<file path="src/verilog/bscr_pkg.sv">
`default_nettype none
package bscr_pkg;
    // ********************************************************
    // register port shape
    // ********************************************************
    localparam int BSCR_AW = 8;
    localparam int BSCR_DW = 8;
    localparam int BSCR_SRAM_DEPTH = 256;
    // ********************************************************
    // register offsets
    // ********************************************************
    localparam logic [7:0] BSCR_OFF_CSR = 8'h03;
    localparam logic [7:0] BSCR_OFF_SCRATCH = 8'h06;
    localparam logic [7:0] BSCR_OFF_PRESET = 8'h07;
    localparam logic [7:0] BSCR_OFF_BCFG = 8'h08;
    localparam logic [7:0] BSCR_OFF_SINDEX = 8'h09;
    localparam logic [7:0] BSCR_OFF_SWIN = 8'h0a;
    localparam logic [7:0] BSCR_OFF_LED = 8'h0b;
    localparam logic [7:0] BSCR_OFF_SCTL = 8'h10;
    localparam logic [7:0] BSCR_OFF_SSTAT = 8'h11;
    // ********************************************************
    // field positions, vector index (bit 0 of a field is the lsb)
    // ********************************************************
    localparam int BSCR_CSR_LED = 1;
    localparam int BSCR_BCFG_PRIV = 5;
    localparam int BSCR_BCFG_WP = 3;
    localparam int BSCR_BCFG_WIDE = 0;
    localparam int BSCR_SCTL_WATCHDOG_ENABLE = 3;
    localparam int BSCR_SCTL_FORCE_POWER_DOWN = 1;
    localparam int BSCR_SCTL_GO = 0;
    localparam int BSCR_SSTAT_BUSY = 0;
    localparam int BSCR_PRESET_W = 3;
    // ********************************************************
    // writable-bit masks and reset values
    // ********************************************************
    localparam logic [7:0] BSCR_CSR_MASK = 8'h02;
    localparam logic [7:0] BSCR_BCFG_MASK = 8'h29;
    localparam logic [7:0] BSCR_SCTL_MASK = 8'h0b;
    localparam logic [7:0] BSCR_RST_ZERO = 8'h00;
    localparam logic [7:0] BSCR_RST_BCFG = 8'h00;
    localparam logic [3:0] BSCR_PINS_HIGH = 4'hf;
    // ********************************************************
    // watchdog span in clock cycles
    // ********************************************************
    localparam logic [31:0] BSCR_WDOG_CYCLES = 32'h2000_0000;
    // ********************************************************
    // sequencer launch states
    // ********************************************************
    typedef enum logic [1:0] {
        BSCR_SEQ_ARMED = 2'b00,
        BSCR_SEQ_RUN = 2'b01,
        BSCR_SEQ_SPENT = 2'b10
    } bscr_seq_t;
endpackage
`default_nettype wire

</file>
<file path="src/verilog/bscr_wdog.sv">
`timescale 1ns/1ps
`default_nettype none
module bscr_wdog #(
    parameter logic [31:0] LIMIT = bscr_pkg::BSCR_WDOG_CYCLES
) (
    // clock and reset
    input wire logic ref_clk,
    input wire logic sys_rst,
    // control
    input wire logic wdog_enable,
    // expiry pulse
    output logic wdog_fire
);
    import bscr_pkg::*;

    logic [31:0] count_reg;
    logic fire_reg;

    // ********************************************************
    // cycle counter
    // ********************************************************
    // a cleared enable zeroes the count at once, so no stale time
    // carries over into the next enabled period
    always_ff @(posedge ref_clk) begin
        if (sys_rst || !wdog_enable || fire_reg) begin
            count_reg <= 32'h0000_0000;
        end else begin
            count_reg <= count_reg + 32'h0000_0001;
        end
    end

    // expiry pulse one cycle wide after the last counted cycle
    always_ff @(posedge ref_clk) begin
        if (sys_rst) begin
            fire_reg <= 1'b0;
        end else begin
            fire_reg <= wdog_enable && !fire_reg && (count_reg == LIMIT - 32'h0000_0001);
        end
    end

    assign wdog_fire = fire_reg;

    // ********************************************************
    // checks
    // ********************************************************
    wdog_off_quiet_a: assert property (@(posedge ref_clk) disable iff (sys_rst)
        !wdog_enable |=> !wdog_fire)
        else $error("watchdog fired while disabled");
    wdog_span_a: assert property (@(posedge ref_clk) disable iff (sys_rst)
        wdog_fire |-> $past(count_reg) == LIMIT - 32'h0000_0001)
        else $error("watchdog fired at wrong count");
endmodule
`default_nettype wire

</file>
<file path="src/verilog/bscr_top.sv">
// The address map and the address-and-strobe port were left to the implementer.
`timescale 1ns/1ps
`default_nettype none
module bscr_top #(
    parameter logic [31:0] WDOG_CYCLES = bscr_pkg::BSCR_WDOG_CYCLES
) (
    // clock and resets
    input wire logic ref_clk,
    input wire logic sys_rst,
    input wire logic light_rst,
    // register port
    input wire logic [bscr_pkg::BSCR_AW-1:0] reg_addr,
    input wire logic [bscr_pkg::BSCR_DW-1:0] reg_wdata,
    input wire logic reg_wr,
    input wire logic reg_rd,
    output logic [bscr_pkg::BSCR_DW-1:0] reg_rdata,
    // board status inputs
    input wire logic [bscr_pkg::BSCR_PRESET_W-1:0] clock_preset_code,
    input wire logic [7:0] led_activity,
    input wire logic power_request,
    input wire logic seq_done,
    // shared pin sources
    input wire logic [3:0] spi_cs_n_in,
    input wire logic [3:0] sd_data_hi_in,
    // board controls
    output logic private_bus_access,
    output logic emulator_write_protect_n,
    output logic card_wide_mode_select,
    output logic [3:0] shared_pin_out,
    output logic [3:0] spi_cs_n_out,
    output logic [3:0] sd_data_hi_out,
    output logic [7:0] led_drive,
    output logic system_power_on,
    output logic force_power_down,
    output logic seq_start,
    output logic seq_busy,
    output logic system_reset_req
);
    import bscr_pkg::*;

    logic [7:0] scratch_reg;
    logic [7:0] csr_reg;
    logic [7:0] bcfg_reg;
    logic [7:0] sindex_reg;
    logic [7:0] led_reg;
    logic [7:0] sctl_reg;
    logic [7:0] sctl_next;
    logic [7:0] rdata_reg;
    logic [7:0] rdata_next;
    logic [7:0] led_drive_reg;
    logic [7:0] sram_mem [BSCR_SRAM_DEPTH];
    logic [7:0] sram_byte;
    logic wdog_fire;
    logic soft_rst;
    logic busy_reg;
    logic start_reg;
    bscr_seq_t seq_state_reg;
    bscr_seq_t seq_state_next;

    // ********************************************************
    // decode
    // ********************************************************
    // light resets come from the debug port or our own watchdog
    assign soft_rst = light_rst || wdog_fire;
    assign sram_byte = sram_mem[sindex_reg];

    function automatic logic wr_hit(input logic [7:0] off);
        wr_hit = reg_wr && (reg_addr == off);
    endfunction

    // ********************************************************
    // registers kept through light resets
    // ********************************************************
    // scratch only answers to the full power/chassis reset
    always_ff @(posedge ref_clk) begin
        if (sys_rst) begin
            scratch_reg <= BSCR_RST_ZERO;
        end else if (wr_hit(BSCR_OFF_SCRATCH)) begin
            scratch_reg <= reg_wdata;
        end
    end

    // sram index survives light resets
    always_ff @(posedge ref_clk) begin
        if (sys_rst) begin
            sindex_reg <= BSCR_RST_ZERO;
        end else if (wr_hit(BSCR_OFF_SINDEX)) begin
            sindex_reg <= reg_wdata;
        end
    end

    // the window is the indexed array byte itself, so the array is cleared by
    // the full reset only; light resets leave software's bytes in place
    always_ff @(posedge ref_clk) begin
        if (sys_rst) begin
            for (int i = 0; i < BSCR_SRAM_DEPTH; i++) begin
                sram_mem[i] <= BSCR_RST_ZERO;
            end
        end else if (wr_hit(BSCR_OFF_SWIN)) begin
            sram_mem[sindex_reg] <= reg_wdata;
        end
    end

    // ********************************************************
    // registers cleared by any reset
    // ********************************************************
    // reserved bits are masked off on write so they stay zero
    always_ff @(posedge ref_clk) begin
        if (sys_rst || soft_rst) begin
            csr_reg <= BSCR_RST_ZERO;
        end else if (wr_hit(BSCR_OFF_CSR)) begin
            csr_reg <= reg_wdata & BSCR_CSR_MASK;
        end
    end

    // board config acts the cycle after the write, no resequence
    always_ff @(posedge ref_clk) begin
        if (sys_rst || soft_rst) begin
            bcfg_reg <= BSCR_RST_BCFG;
        end else if (wr_hit(BSCR_OFF_BCFG)) begin
            bcfg_reg <= reg_wdata & BSCR_BCFG_MASK;
        end
    end

    // led pattern
    always_ff @(posedge ref_clk) begin
        if (sys_rst || soft_rst) begin
            led_reg <= BSCR_RST_ZERO;
        end else if (wr_hit(BSCR_OFF_LED)) begin
            led_reg <= reg_wdata;
        end
    end

    // ********************************************************
    // sequencer control
    // ********************************************************
    // power-off bit may be set by software but only a reset clears it
    always_comb begin
        sctl_next = sctl_reg;
        if (wr_hit(BSCR_OFF_SCTL)) begin
            sctl_next = reg_wdata & BSCR_SCTL_MASK;
            sctl_next[BSCR_SCTL_FORCE_POWER_DOWN] = reg_wdata[BSCR_SCTL_FORCE_POWER_DOWN]
                | sctl_reg[BSCR_SCTL_FORCE_POWER_DOWN];
        end
    end

    always_ff @(posedge ref_clk) begin
        if (sys_rst || soft_rst) begin
            sctl_reg <= BSCR_RST_ZERO;
        end else begin
            sctl_reg <= sctl_next;
        end
    end

    // launch once per go; go must drop to zero to rearm
    always_comb begin
        seq_state_next = seq_state_reg;
        case (seq_state_reg)
            BSCR_SEQ_ARMED: begin
                if (sctl_reg[BSCR_SCTL_GO]) begin
                    seq_state_next = BSCR_SEQ_RUN;
                end
            end
            BSCR_SEQ_RUN: begin
                if (seq_done) begin
                    seq_state_next = BSCR_SEQ_SPENT;
                end
            end
            BSCR_SEQ_SPENT: begin
                if (!sctl_reg[BSCR_SCTL_GO]) begin
                    seq_state_next = BSCR_SEQ_ARMED;
                end
            end
            default: begin
                seq_state_next = BSCR_SEQ_ARMED;
            end
        endcase
    end

    always_ff @(posedge ref_clk) begin
        if (sys_rst || soft_rst) begin
            seq_state_reg <= BSCR_SEQ_ARMED;
        end else begin
            seq_state_reg <= seq_state_next;
        end
    end

    // start pulse on entry to run, busy held until done
    always_ff @(posedge ref_clk) begin
        if (sys_rst || soft_rst) begin
            start_reg <= 1'b0;
            busy_reg <= 1'b0;
        end else begin
            start_reg <= (seq_state_reg == BSCR_SEQ_ARMED) && sctl_reg[BSCR_SCTL_GO];
            busy_reg <= (seq_state_next == BSCR_SEQ_RUN);
        end
    end

    // ********************************************************
    // watchdog
    // ********************************************************
    bscr_wdog #(
        .LIMIT(WDOG_CYCLES)
    ) u_wdog (
        .ref_clk(ref_clk),
        .sys_rst(sys_rst),
        .wdog_enable(sctl_reg[BSCR_SCTL_WATCHDOG_ENABLE]),
        .wdog_fire(wdog_fire)
    );

    // ********************************************************
    // read port
    // ********************************************************
    // data stands one cycle after the strobe, zero otherwise
    always_comb begin
        rdata_next = BSCR_RST_ZERO;
        if (reg_rd) begin
            case (reg_addr)
                BSCR_OFF_CSR: rdata_next = csr_reg;
                BSCR_OFF_SCRATCH: rdata_next = scratch_reg;
                BSCR_OFF_PRESET: rdata_next = {5'h00, clock_preset_code};
                BSCR_OFF_BCFG: rdata_next = bcfg_reg;
                BSCR_OFF_SINDEX: rdata_next = sindex_reg;
                BSCR_OFF_SWIN: rdata_next = sram_byte;
                BSCR_OFF_LED: rdata_next = led_reg;
                BSCR_OFF_SCTL: rdata_next = sctl_reg;
                BSCR_OFF_SSTAT: rdata_next = {7'h00, busy_reg};
                default: rdata_next = BSCR_RST_ZERO;
            endcase
        end
    end

    always_ff @(posedge ref_clk) begin
        if (sys_rst) begin
            rdata_reg <= BSCR_RST_ZERO;
        end else begin
            rdata_reg <= rdata_next;
        end
    end

    // ********************************************************
    // board outputs
    // ********************************************************
    // leds registered so they never glitch when the override flips
    always_ff @(posedge ref_clk) begin
        if (sys_rst) begin
            led_drive_reg <= BSCR_RST_ZERO;
        end else if (csr_reg[BSCR_CSR_LED]) begin
            led_drive_reg <= led_reg;
        end else begin
            led_drive_reg <= led_activity;
        end
    end

    assign reg_rdata = rdata_reg;
    assign led_drive = led_drive_reg;
    assign private_bus_access = bcfg_reg[BSCR_BCFG_PRIV];
    assign emulator_write_protect_n = bcfg_reg[BSCR_BCFG_WP];
    assign card_wide_mode_select = bcfg_reg[BSCR_BCFG_WIDE];
    // one pin set shared: wide card data when clear, spi when set
    assign shared_pin_out = card_wide_mode_select ? spi_cs_n_in : sd_data_hi_in;
    assign spi_cs_n_out = card_wide_mode_select ? spi_cs_n_in : BSCR_PINS_HIGH;
    assign sd_data_hi_out = card_wide_mode_select ? BSCR_PINS_HIGH : sd_data_hi_in;
    assign force_power_down = sctl_reg[BSCR_SCTL_FORCE_POWER_DOWN];
    assign system_power_on = power_request && !force_power_down;
    assign seq_start = start_reg;
    assign seq_busy = busy_reg;
    assign system_reset_req = wdog_fire;

    // ********************************************************
    // checks
    // ********************************************************
    scratch_hold_a: assert property (@(posedge ref_clk) disable iff (sys_rst)
        light_rst && !reg_wr |=> scratch_reg == $past(scratch_reg))
        else $error("scratch lost on light reset");
    preset_read_a: assert property (@(posedge ref_clk) disable iff (sys_rst)
        reg_rd && reg_addr == BSCR_OFF_PRESET
        |=> reg_rdata == {5'h00, $past(clock_preset_code)})
        else $error("preset code misread");
    priv_live_a: assert property (@(posedge ref_clk) disable iff (sys_rst)
        wr_hit(BSCR_OFF_BCFG) && !soft_rst
        |=> private_bus_access == $past(reg_wdata[BSCR_BCFG_PRIV]))
        else $error("private access not applied");
    wp_live_a: assert property (@(posedge ref_clk) disable iff (sys_rst)
        wr_hit(BSCR_OFF_BCFG) && !soft_rst
        |=> emulator_write_protect_n == $past(reg_wdata[BSCR_BCFG_WP]))
        else $error("write protect not applied");
    pin_share_a: assert property (@(posedge ref_clk) disable iff (sys_rst)
        !card_wide_mode_select |-> spi_cs_n_out == BSCR_PINS_HIGH
        && shared_pin_out == sd_data_hi_in)
        else $error("pin sharing wrong");
    sram_read_a: assert property (@(posedge ref_clk) disable iff (sys_rst)
        reg_rd && reg_addr == BSCR_OFF_SWIN |=> reg_rdata == $past(sram_byte))
        else $error("window read wrong");
    sram_roundtrip_a: assert property (@(posedge ref_clk) disable iff (sys_rst)
        wr_hit(BSCR_OFF_SWIN) ##1 !reg_wr ##1 (reg_rd && reg_addr == BSCR_OFF_SWIN)
        |=> reg_rdata == $past(reg_wdata, 3))
        else $error("window write not stored");
    led_override_a: assert property (@(posedge ref_clk) disable iff (sys_rst)
        csr_reg[BSCR_CSR_LED] |=> led_drive == $past(led_reg))
        else $error("led override ignored");
    force_power_down_sticky_a: assert property (@(posedge ref_clk) disable iff (sys_rst)
        force_power_down && !soft_rst |=> force_power_down)
        else $error("power restored by software");
    go_rearm_a: assert property (@(posedge ref_clk) disable iff (sys_rst)
        seq_start |=> !seq_start [*2])
        else $error("sequencer relaunched");
    busy_report_a: assert property (@(posedge ref_clk) disable iff (sys_rst)
        reg_rd && reg_addr == BSCR_OFF_SSTAT
        |=> reg_rdata == {7'h00, $past(busy_reg)})
        else $error("busy status misread");
    reserved_zero_a: assert property (@(posedge ref_clk) disable iff (sys_rst)
        reg_rd && reg_addr == BSCR_OFF_SCTL |=> reg_rdata[7:4] == 4'h0
        && !reg_rdata[2])
        else $error("reserved bits read nonzero");
    cov_seq_run_c: cover property (@(posedge ref_clk) disable iff (sys_rst)
        seq_start ##[1:20] !seq_busy);
    cov_force_power_down_c: cover property (@(posedge ref_clk) disable iff (sys_rst)
        $rose(force_power_down));
    cov_light_keep_c: cover property (@(posedge ref_clk) disable iff (sys_rst)
        light_rst && scratch_reg != BSCR_RST_ZERO);
endmodule
`default_nettype wire

</file>
<file path="config.mk">
export PLATFORM = sky130hd
export DESIGN_NAME = bscr_top
export DESIGN_NICKNAME = d
export VERILOG_FILES = /design/src/verilog/bscr_pkg.sv /design/src/verilog/bscr_wdog.sv /design/src/verilog/bscr_top.sv
export SDC_FILE = /design/constraint.sdc
export NUM_CORES = 2
export LEC_CHECK = 0
export BUFFER_PORTS_ARGS = -buffer_cell sky130_fd_sc_hd__buf_2
export CAP_MARGIN = 20
export CORE_ASPECT_RATIO = 0.7
export CORE_UTILIZATION = 45
export DETAILED_ROUTE_END_ITERATION = 16
export SLEW_MARGIN = 20
export SYNTH_ARGS = -nofsm -noshare
export SYNTH_HDL_FRONTEND = slang
export SYNTH_SLANG_ARGS = --single-unit
</file>
<file path="constraint.sdc">
create_clock -name ref_clk -period 4.2 [get_ports ref_clk]
set_clock_uncertainty 0.05 [all_clocks]
set_input_delay 0.84 -clock ref_clk [delete_from_list [all_inputs] [get_ports ref_clk]]
set_output_delay 0.84 -clock ref_clk [all_outputs]
set_load 0.1 [all_outputs]
</file>
== Word-level counts from Yosys, hierarchy flattened ==
Memory sizes are Yosys's and may differ from the RTL's. A register that Yosys moved wholly into a read port is not among the register bits.
Index checks and enable logic that the tools add are counted.

* Add/subtract/negate cells: 1
* Eq/ne operators: 13
* Muxes and demuxes: 19
* Bitwise operators: 2
* Reductions and logical operators: 21

{| class="wikitable"
|+ Operators with widths
! cell !! number
|-
| $pmux 8 s9 || 1
|-
| $mux 8 || 5
|-
| $add 32x1->32 const B || 1
|-
| $eq 32x29->1 const B || 1
|-
| $eq 8x4->1 const B || 4
|-
| $eq 8x3->1 const B || 2
|-
| $eq 8x5->1 const B || 2
|-
| $mux 4 || 3
|-
| $logic_and 1x1->1 || 11
|-
| $eq 8x2->1 const B || 1
|-
| $reduce_or 8->1 || 1
|-
| $mux 1 || 6
|-
| $mux 2 || 3
|-
| $pmux 2 s3 || 1
|-
| $eq 2x1->1 const B || 2
|-
| $logic_or 1x1->1 || 4
|-
| $logic_not 1->1 || 3
|-
| $eq 2x2->1 const B || 1
|-
| $logic_not 2->1 || 1
|-
| $reduce_or 2->1 || 1
|-
| $not 1->1 || 1
|-
| $or 1x1->1 || 1
|}

* Register bits: 84
* Memory bits (writable): 2048
* Input bits: 42
* Output and inout bits: 36
* Memories kept: 1

{| class="wikitable"
|+ Memories
! memory !! depth !! bits a word !! rd ports !! clocked after Yosys merged registers in !! write ports !! line !! text
|-
| sram_mem || 256 || 8 || 1 || 1 || 256 || bscr_top.sv:51 || <nowiki>logic [7:0] sram_mem [BSCR_SRAM_DEPTH];</nowiki>
|}

== Depth between registers and ports, before layout ==
* Depth after elaboration: 7
* Depth in mapped cells: 13
* Gate-level depth less buffers: 7

== By module ==
From an unflattened synthesis, not the netlist that was laid out.

* Cell total of the unflattened synthesis: 6983
* Area total of the unflattened synthesis: 100059.7 sq um

{| class="wikitable"
|+ Modules (own cells, without submodules)
! module !! instances !! cells each !! area each (sq um) !! sequential area each (sq um)
|-
| bscr_top || 1 || 6805 || 98509.5 || 62680.1
|-
| bscr_wdog || 1 || 178 || 1550.2 || 660.6
|}

== Least setup slack after synthesis ==
Ideal clock, no wire load.

* Path kind: flip-flop to output port
* From: register bcfg_reg[0]
* To: output port shared_pin_out[0]
* Arrival time: 2701 ps
* Data required time: 3310 ps
* Path slack: 609 ps
* Stages on the path, launching flop included: 3
* Buffers on the path: 0
* Cell sequence: dfxtp_1 nand2b_1 and2_1

* Word-level cells in the longest chain between the ends: 1

{| class="wikitable"
|+ RTL lines
! element !! line !! text
|-
| start: declaration || bscr_top.sv:43 || <nowiki>logic [7:0] bcfg_reg;</nowiki>
|-
| start signal: assignment || bscr_top.sv:121 || <nowiki>bcfg_reg <= reg_wdata & BSCR_BCFG_MASK;</nowiki>
|-
| $mux 4 || bscr_top.sv:261 || <nowiki>assign shared_pin_out = card_wide_mode_select ? spi_cs_n_in : sd_data_hi_in;</nowiki>
|-
| end: declaration || bscr_top.sv:29 || <nowiki>output logic [3:0] shared_pin_out,</nowiki>
|}

No other way between the ends.

==> results.md <==
* Post-Syn Area per Cell at 14.51 sq um
* P_int at 34.64 mW
* Max reg flops at 2048
* GP Congestion at 0.9241
* Pwr per Cell Area at 397.6 nW/um^2
* RSZ-0062 raised after global routing: false
* # nets final at 7022
* Clk buf depth at 4
* Placed Instances at roughly 9700
* Full die area at around 220000 sq um
* Startpoint types: flop
* Mapped Area at 99260 sq um
* DRT antenna net count at 0
* Worst path max stage delay at 0.76 ns
* Sw Share at 0.2209
* WS Path Type: reg2reg
* Overall routing resource usage at 0.2795
* Die H at 395.0 microns
* Core area at 218100 sq um
* Layout area overhead at 12.64%
* Hold slack final at 0.1396 ns
* Final setup viols at 0
* Syn nets at 6883
* Drt wl/cell at 31.18 microns
* Hold Vio Cnt, Final at 0
* Largest net degree at the start of global routing at 145
* CP bufs+invs at 2
* Reg2reg path depth at 8
* Worst skew pair latency at 0.90 ns
* Sw power at around 9.8 mW
* Actual slew at the worst max-slew pin at 1.251 ns
* DR top layer: met5
* Hold Path Depth at 3
* Max_cap viols at 0
* Synth async-reset ratio at 0
* Sequential share of power at 0.545
* Worst Setup End Kind: flop
* Via count at between 60000 and 70000
* Initial antenna violation count at 15
* Num CTS Buffers at 210
* Leakage power at approximately 42 nW
* Routed met2 length at between 100000 and 150000 microns
* CP max-delay cell: dfxtp_4
* H-tree lvl count at 4
* EDFF count, synth at approximately 2000
* Synthesized flop and latch total at between 2000 and 2500
* Post-DR vias/cell at 6.162
* Seq/Total Area, Yosys at 0.6381
* Share of cells above drive strength 1 at 0.2317
* Type of the worst min-delay path: in2reg
* Crit-path max FO at 22
* Clock share of power at 0.418
* R2r setup slk at 0.03 ns
* CTS tree: done
* Io pins at 78
* PortBufs at 77
* DR WL met3 at 36560 microns
* Yosys warns at 0
* Total clock sinks at 2140
* Wl on met1 at ~140000 microns
* Cell Rows at roughly 140
* Cell family with most CP delay: compound AO/OA/AOI/OAI gates
* Minimum clock period at about 4.2 ns
* Clock Root Buffer: clkbuf_16
* Critical Path, Cell by Cell: buf_12 -> buf_4 -> mux4_2 -> a221oi_1 -> o22ai_1 -> nor3_1 -> or4_1 -> o32ai_1
* Hold Startpoint: led_activity[0]
* Layout Cells excl Fill at roughly 10000
* Total gr overflow at 0
* Hold_buf cts at 0
* Gate power share at 0.038
* Critical path required time at 4.88 ns
* Reg2reg end: reg_rdata[1]
* Iter 0 DRT Violations at about 9000
* VDD IR max at approximately 0.38 mV
* Vias in the first global route at 59012
* CTS clk-pin slew, worst paths at 0.07 ns
* Max Clk Rate at 0.2396 GHz
* Relative slew slack at 0.1631
* Post-detail-place hpwl at approximately 210000 microns
* Initial Util at 0.4551
* Worst Hold Path EP: led_drive[0]
* DR DRC count at 0
* Max-slew violation count at 0
* Crit share post-route at 0.9939
* Pre-Repair DR Iteration Count at 6
* Status: finished clean
* Worst endpoint data arrival time at 4.85 ns
* Die Wd at 563.4 microns
* Cell variety after synth at 83
* Cells after Synth at just under 7000
* First-pass GRT wire length at 445000 microns
* Final WL at between 300000 and 400000 microns
* Synth Flop Type: edfxtp_1
==> layout make-up <==
type,count,area [sq um]
Sequential cell,2140,63360
Timing Repair Buffer,568,4952
Clock buffer,265,5638
Fill cell,17917,106300
Inverter,9,35.03
Antenna cell,7,17.52
Tap cell,2900,3628
Multi-Input combinational cell,4050,33320
Clock inverter,107,865.8
==> cells in the mapped netlist, drive strengths merged (19+ instances only) <==
| library cell | count | share of area |
|---|---|---|
| buf | 150 | 0.0087 |
| a22oi | 50 | 0.0038 |
| nand2 | 123 | 0.0047 |
| dfxtp | 92 | 0.019 |
| or2 | 193 | 0.012 |
| clkbuf | 483 | 0.018 |
| edfxtp | 2048 | 0.62 |
| a21oi | 74 | 0.0037 |
| a21o | 81 | 0.0061 |
| a211oi | 27 | 0.0020 |
| mux2 | 22 | 0.0025 |
| o21ai | 40 | 0.0020 |
| nand2b | 19 | 0.0012 |
| nor3 | 29 | 0.0015 |
| and3 | 651 | 0.041 |
| nand3 | 67 | 0.0036 |
| mux4 | 476 | 0.11 |
| mux2i | 163 | 0.016 |
| nor2b | 34 | 0.0021 |
| xor2 | 20 | 0.0018 |
| and2 | 1424 | 0.090 |
| o22ai | 61 | 0.0038 |
| nor2 | 309 | 0.012 |
==> layer usage <==
layer  track usage  vias up
met3       0.06943      475
li1              -    25841
met1        0.4326    32017
met4       0.07926       10
met5             0        -
met2        0.3873     3564
==> worst max-delay path by stage <==
stage | endpoint | from | slack, ns | depth (start not counted)
6_report | reg_rdata[1] | flop | 0.03 | 8
5_1_grt | reg_rdata[1] | flop | 0.11 | 9
4_1_cts | reg_rdata[1] | flop | 0.13 | 10
3_5_place_dp | reg_rdata[1] | flop | -0.05 | 10
3_3_place_gp | reg_rdata[1] | reg_addr[7] | -0.04 | 7
2_1_floorplan | shared_pin_out[0] | bcfg_reg[0] | 0.61 | 2
==> per-stage QoR <==
stage	cell area, sq um	setup slack (ns)	TNS, ns	power (mW)	util
2_1_floorplan	99260	0.6090	0	25.51	-
3_3_place_gp	105200	-0.03831	-0.03831	26.28	0.4826
3_5_place_dp	105200	-0.05480	-0.05480	26.32	0.4826
4_1_cts	111800	0.1330	0	44.58	0.5126
5_1_grt	111800	0.1140	0	45.48	0.5126
6_report	111800	0.02575	0	44.46	0.5127
==> cells by family (layout without fill, tap and decap cells) <==
logic type | Yosys count | in the layout | synth area share
AND/OR/NAND/NOR | 2914 | 2914 | 0.1731
flip-flops | 2140 | 2140 | 0.6381
multiplexers | 661 | 661 | 0.1269
buffers and inverters | 650 | 949 | 0.02803
AO/OA/AOI/OAI | 450 | 450 | 0.03154
XOR/XNOR | 24 | 24 | 0.002118
adder cells (fa/ha/maj) | 1 | 1 | 0.0001260
other | 0 | 7 | 0
==> layout by cell type (no fill, tap or decap), types with 15 or more instances in the layout <==
master	n
edfxtp_1	2048
and2_1	1371
and3_1	651
mux4_2	476
buf_4	427
nor2_1	288
clkbuf_16	215
or2_2	193
mux2i_1	163
nand2_1	122
dfxtp_1	86
a21o_1	81
a21oi_1	74
buf_2	68
buf_12	64
nand3_1	62
o22ai_1	61
a22oi_1	50
and2_2	49
clkbuf_1	43
o21ai_0	40
clkinv_1	40
clkinv_2	39
nor2b_1	31
nor3_1	27
a211oi_1	27
mux2_2	22
xor2_1	20
nand2b_1	18
nor2_4	16
clkbuf_8	15
==> power by group through the flow <==
| stage | clock, mW | sequential (mW) | combinational, mW |
|---|---|---|---|
| 3_5_place_dp | 0 | 24.7 | 1.65 |
| 6_report | 18.6 | 24.2 | 1.67 |
| 2_1_floorplan | 0 | 24.5 | 0.969 |
| 5_1_grt | 19.5 | 24.3 | 1.74 |
| 4_1_cts | 18.7 | 24.2 | 1.66 |
| 3_3_place_gp | 0 | 24.7 | 1.63 |
==> timing repair <==
action                     in CTS  in global routing
resized for setup               0                  0
buffers inserted                2                  0
setup endpoints to repair       1                  0
==> tightest hold or removal path, cell delays in order <==
cell and delay, ns:
buf_2 0.07, mux2i_1 0.05, nor2_1 0.07
(Power assumes the default switching activity.)
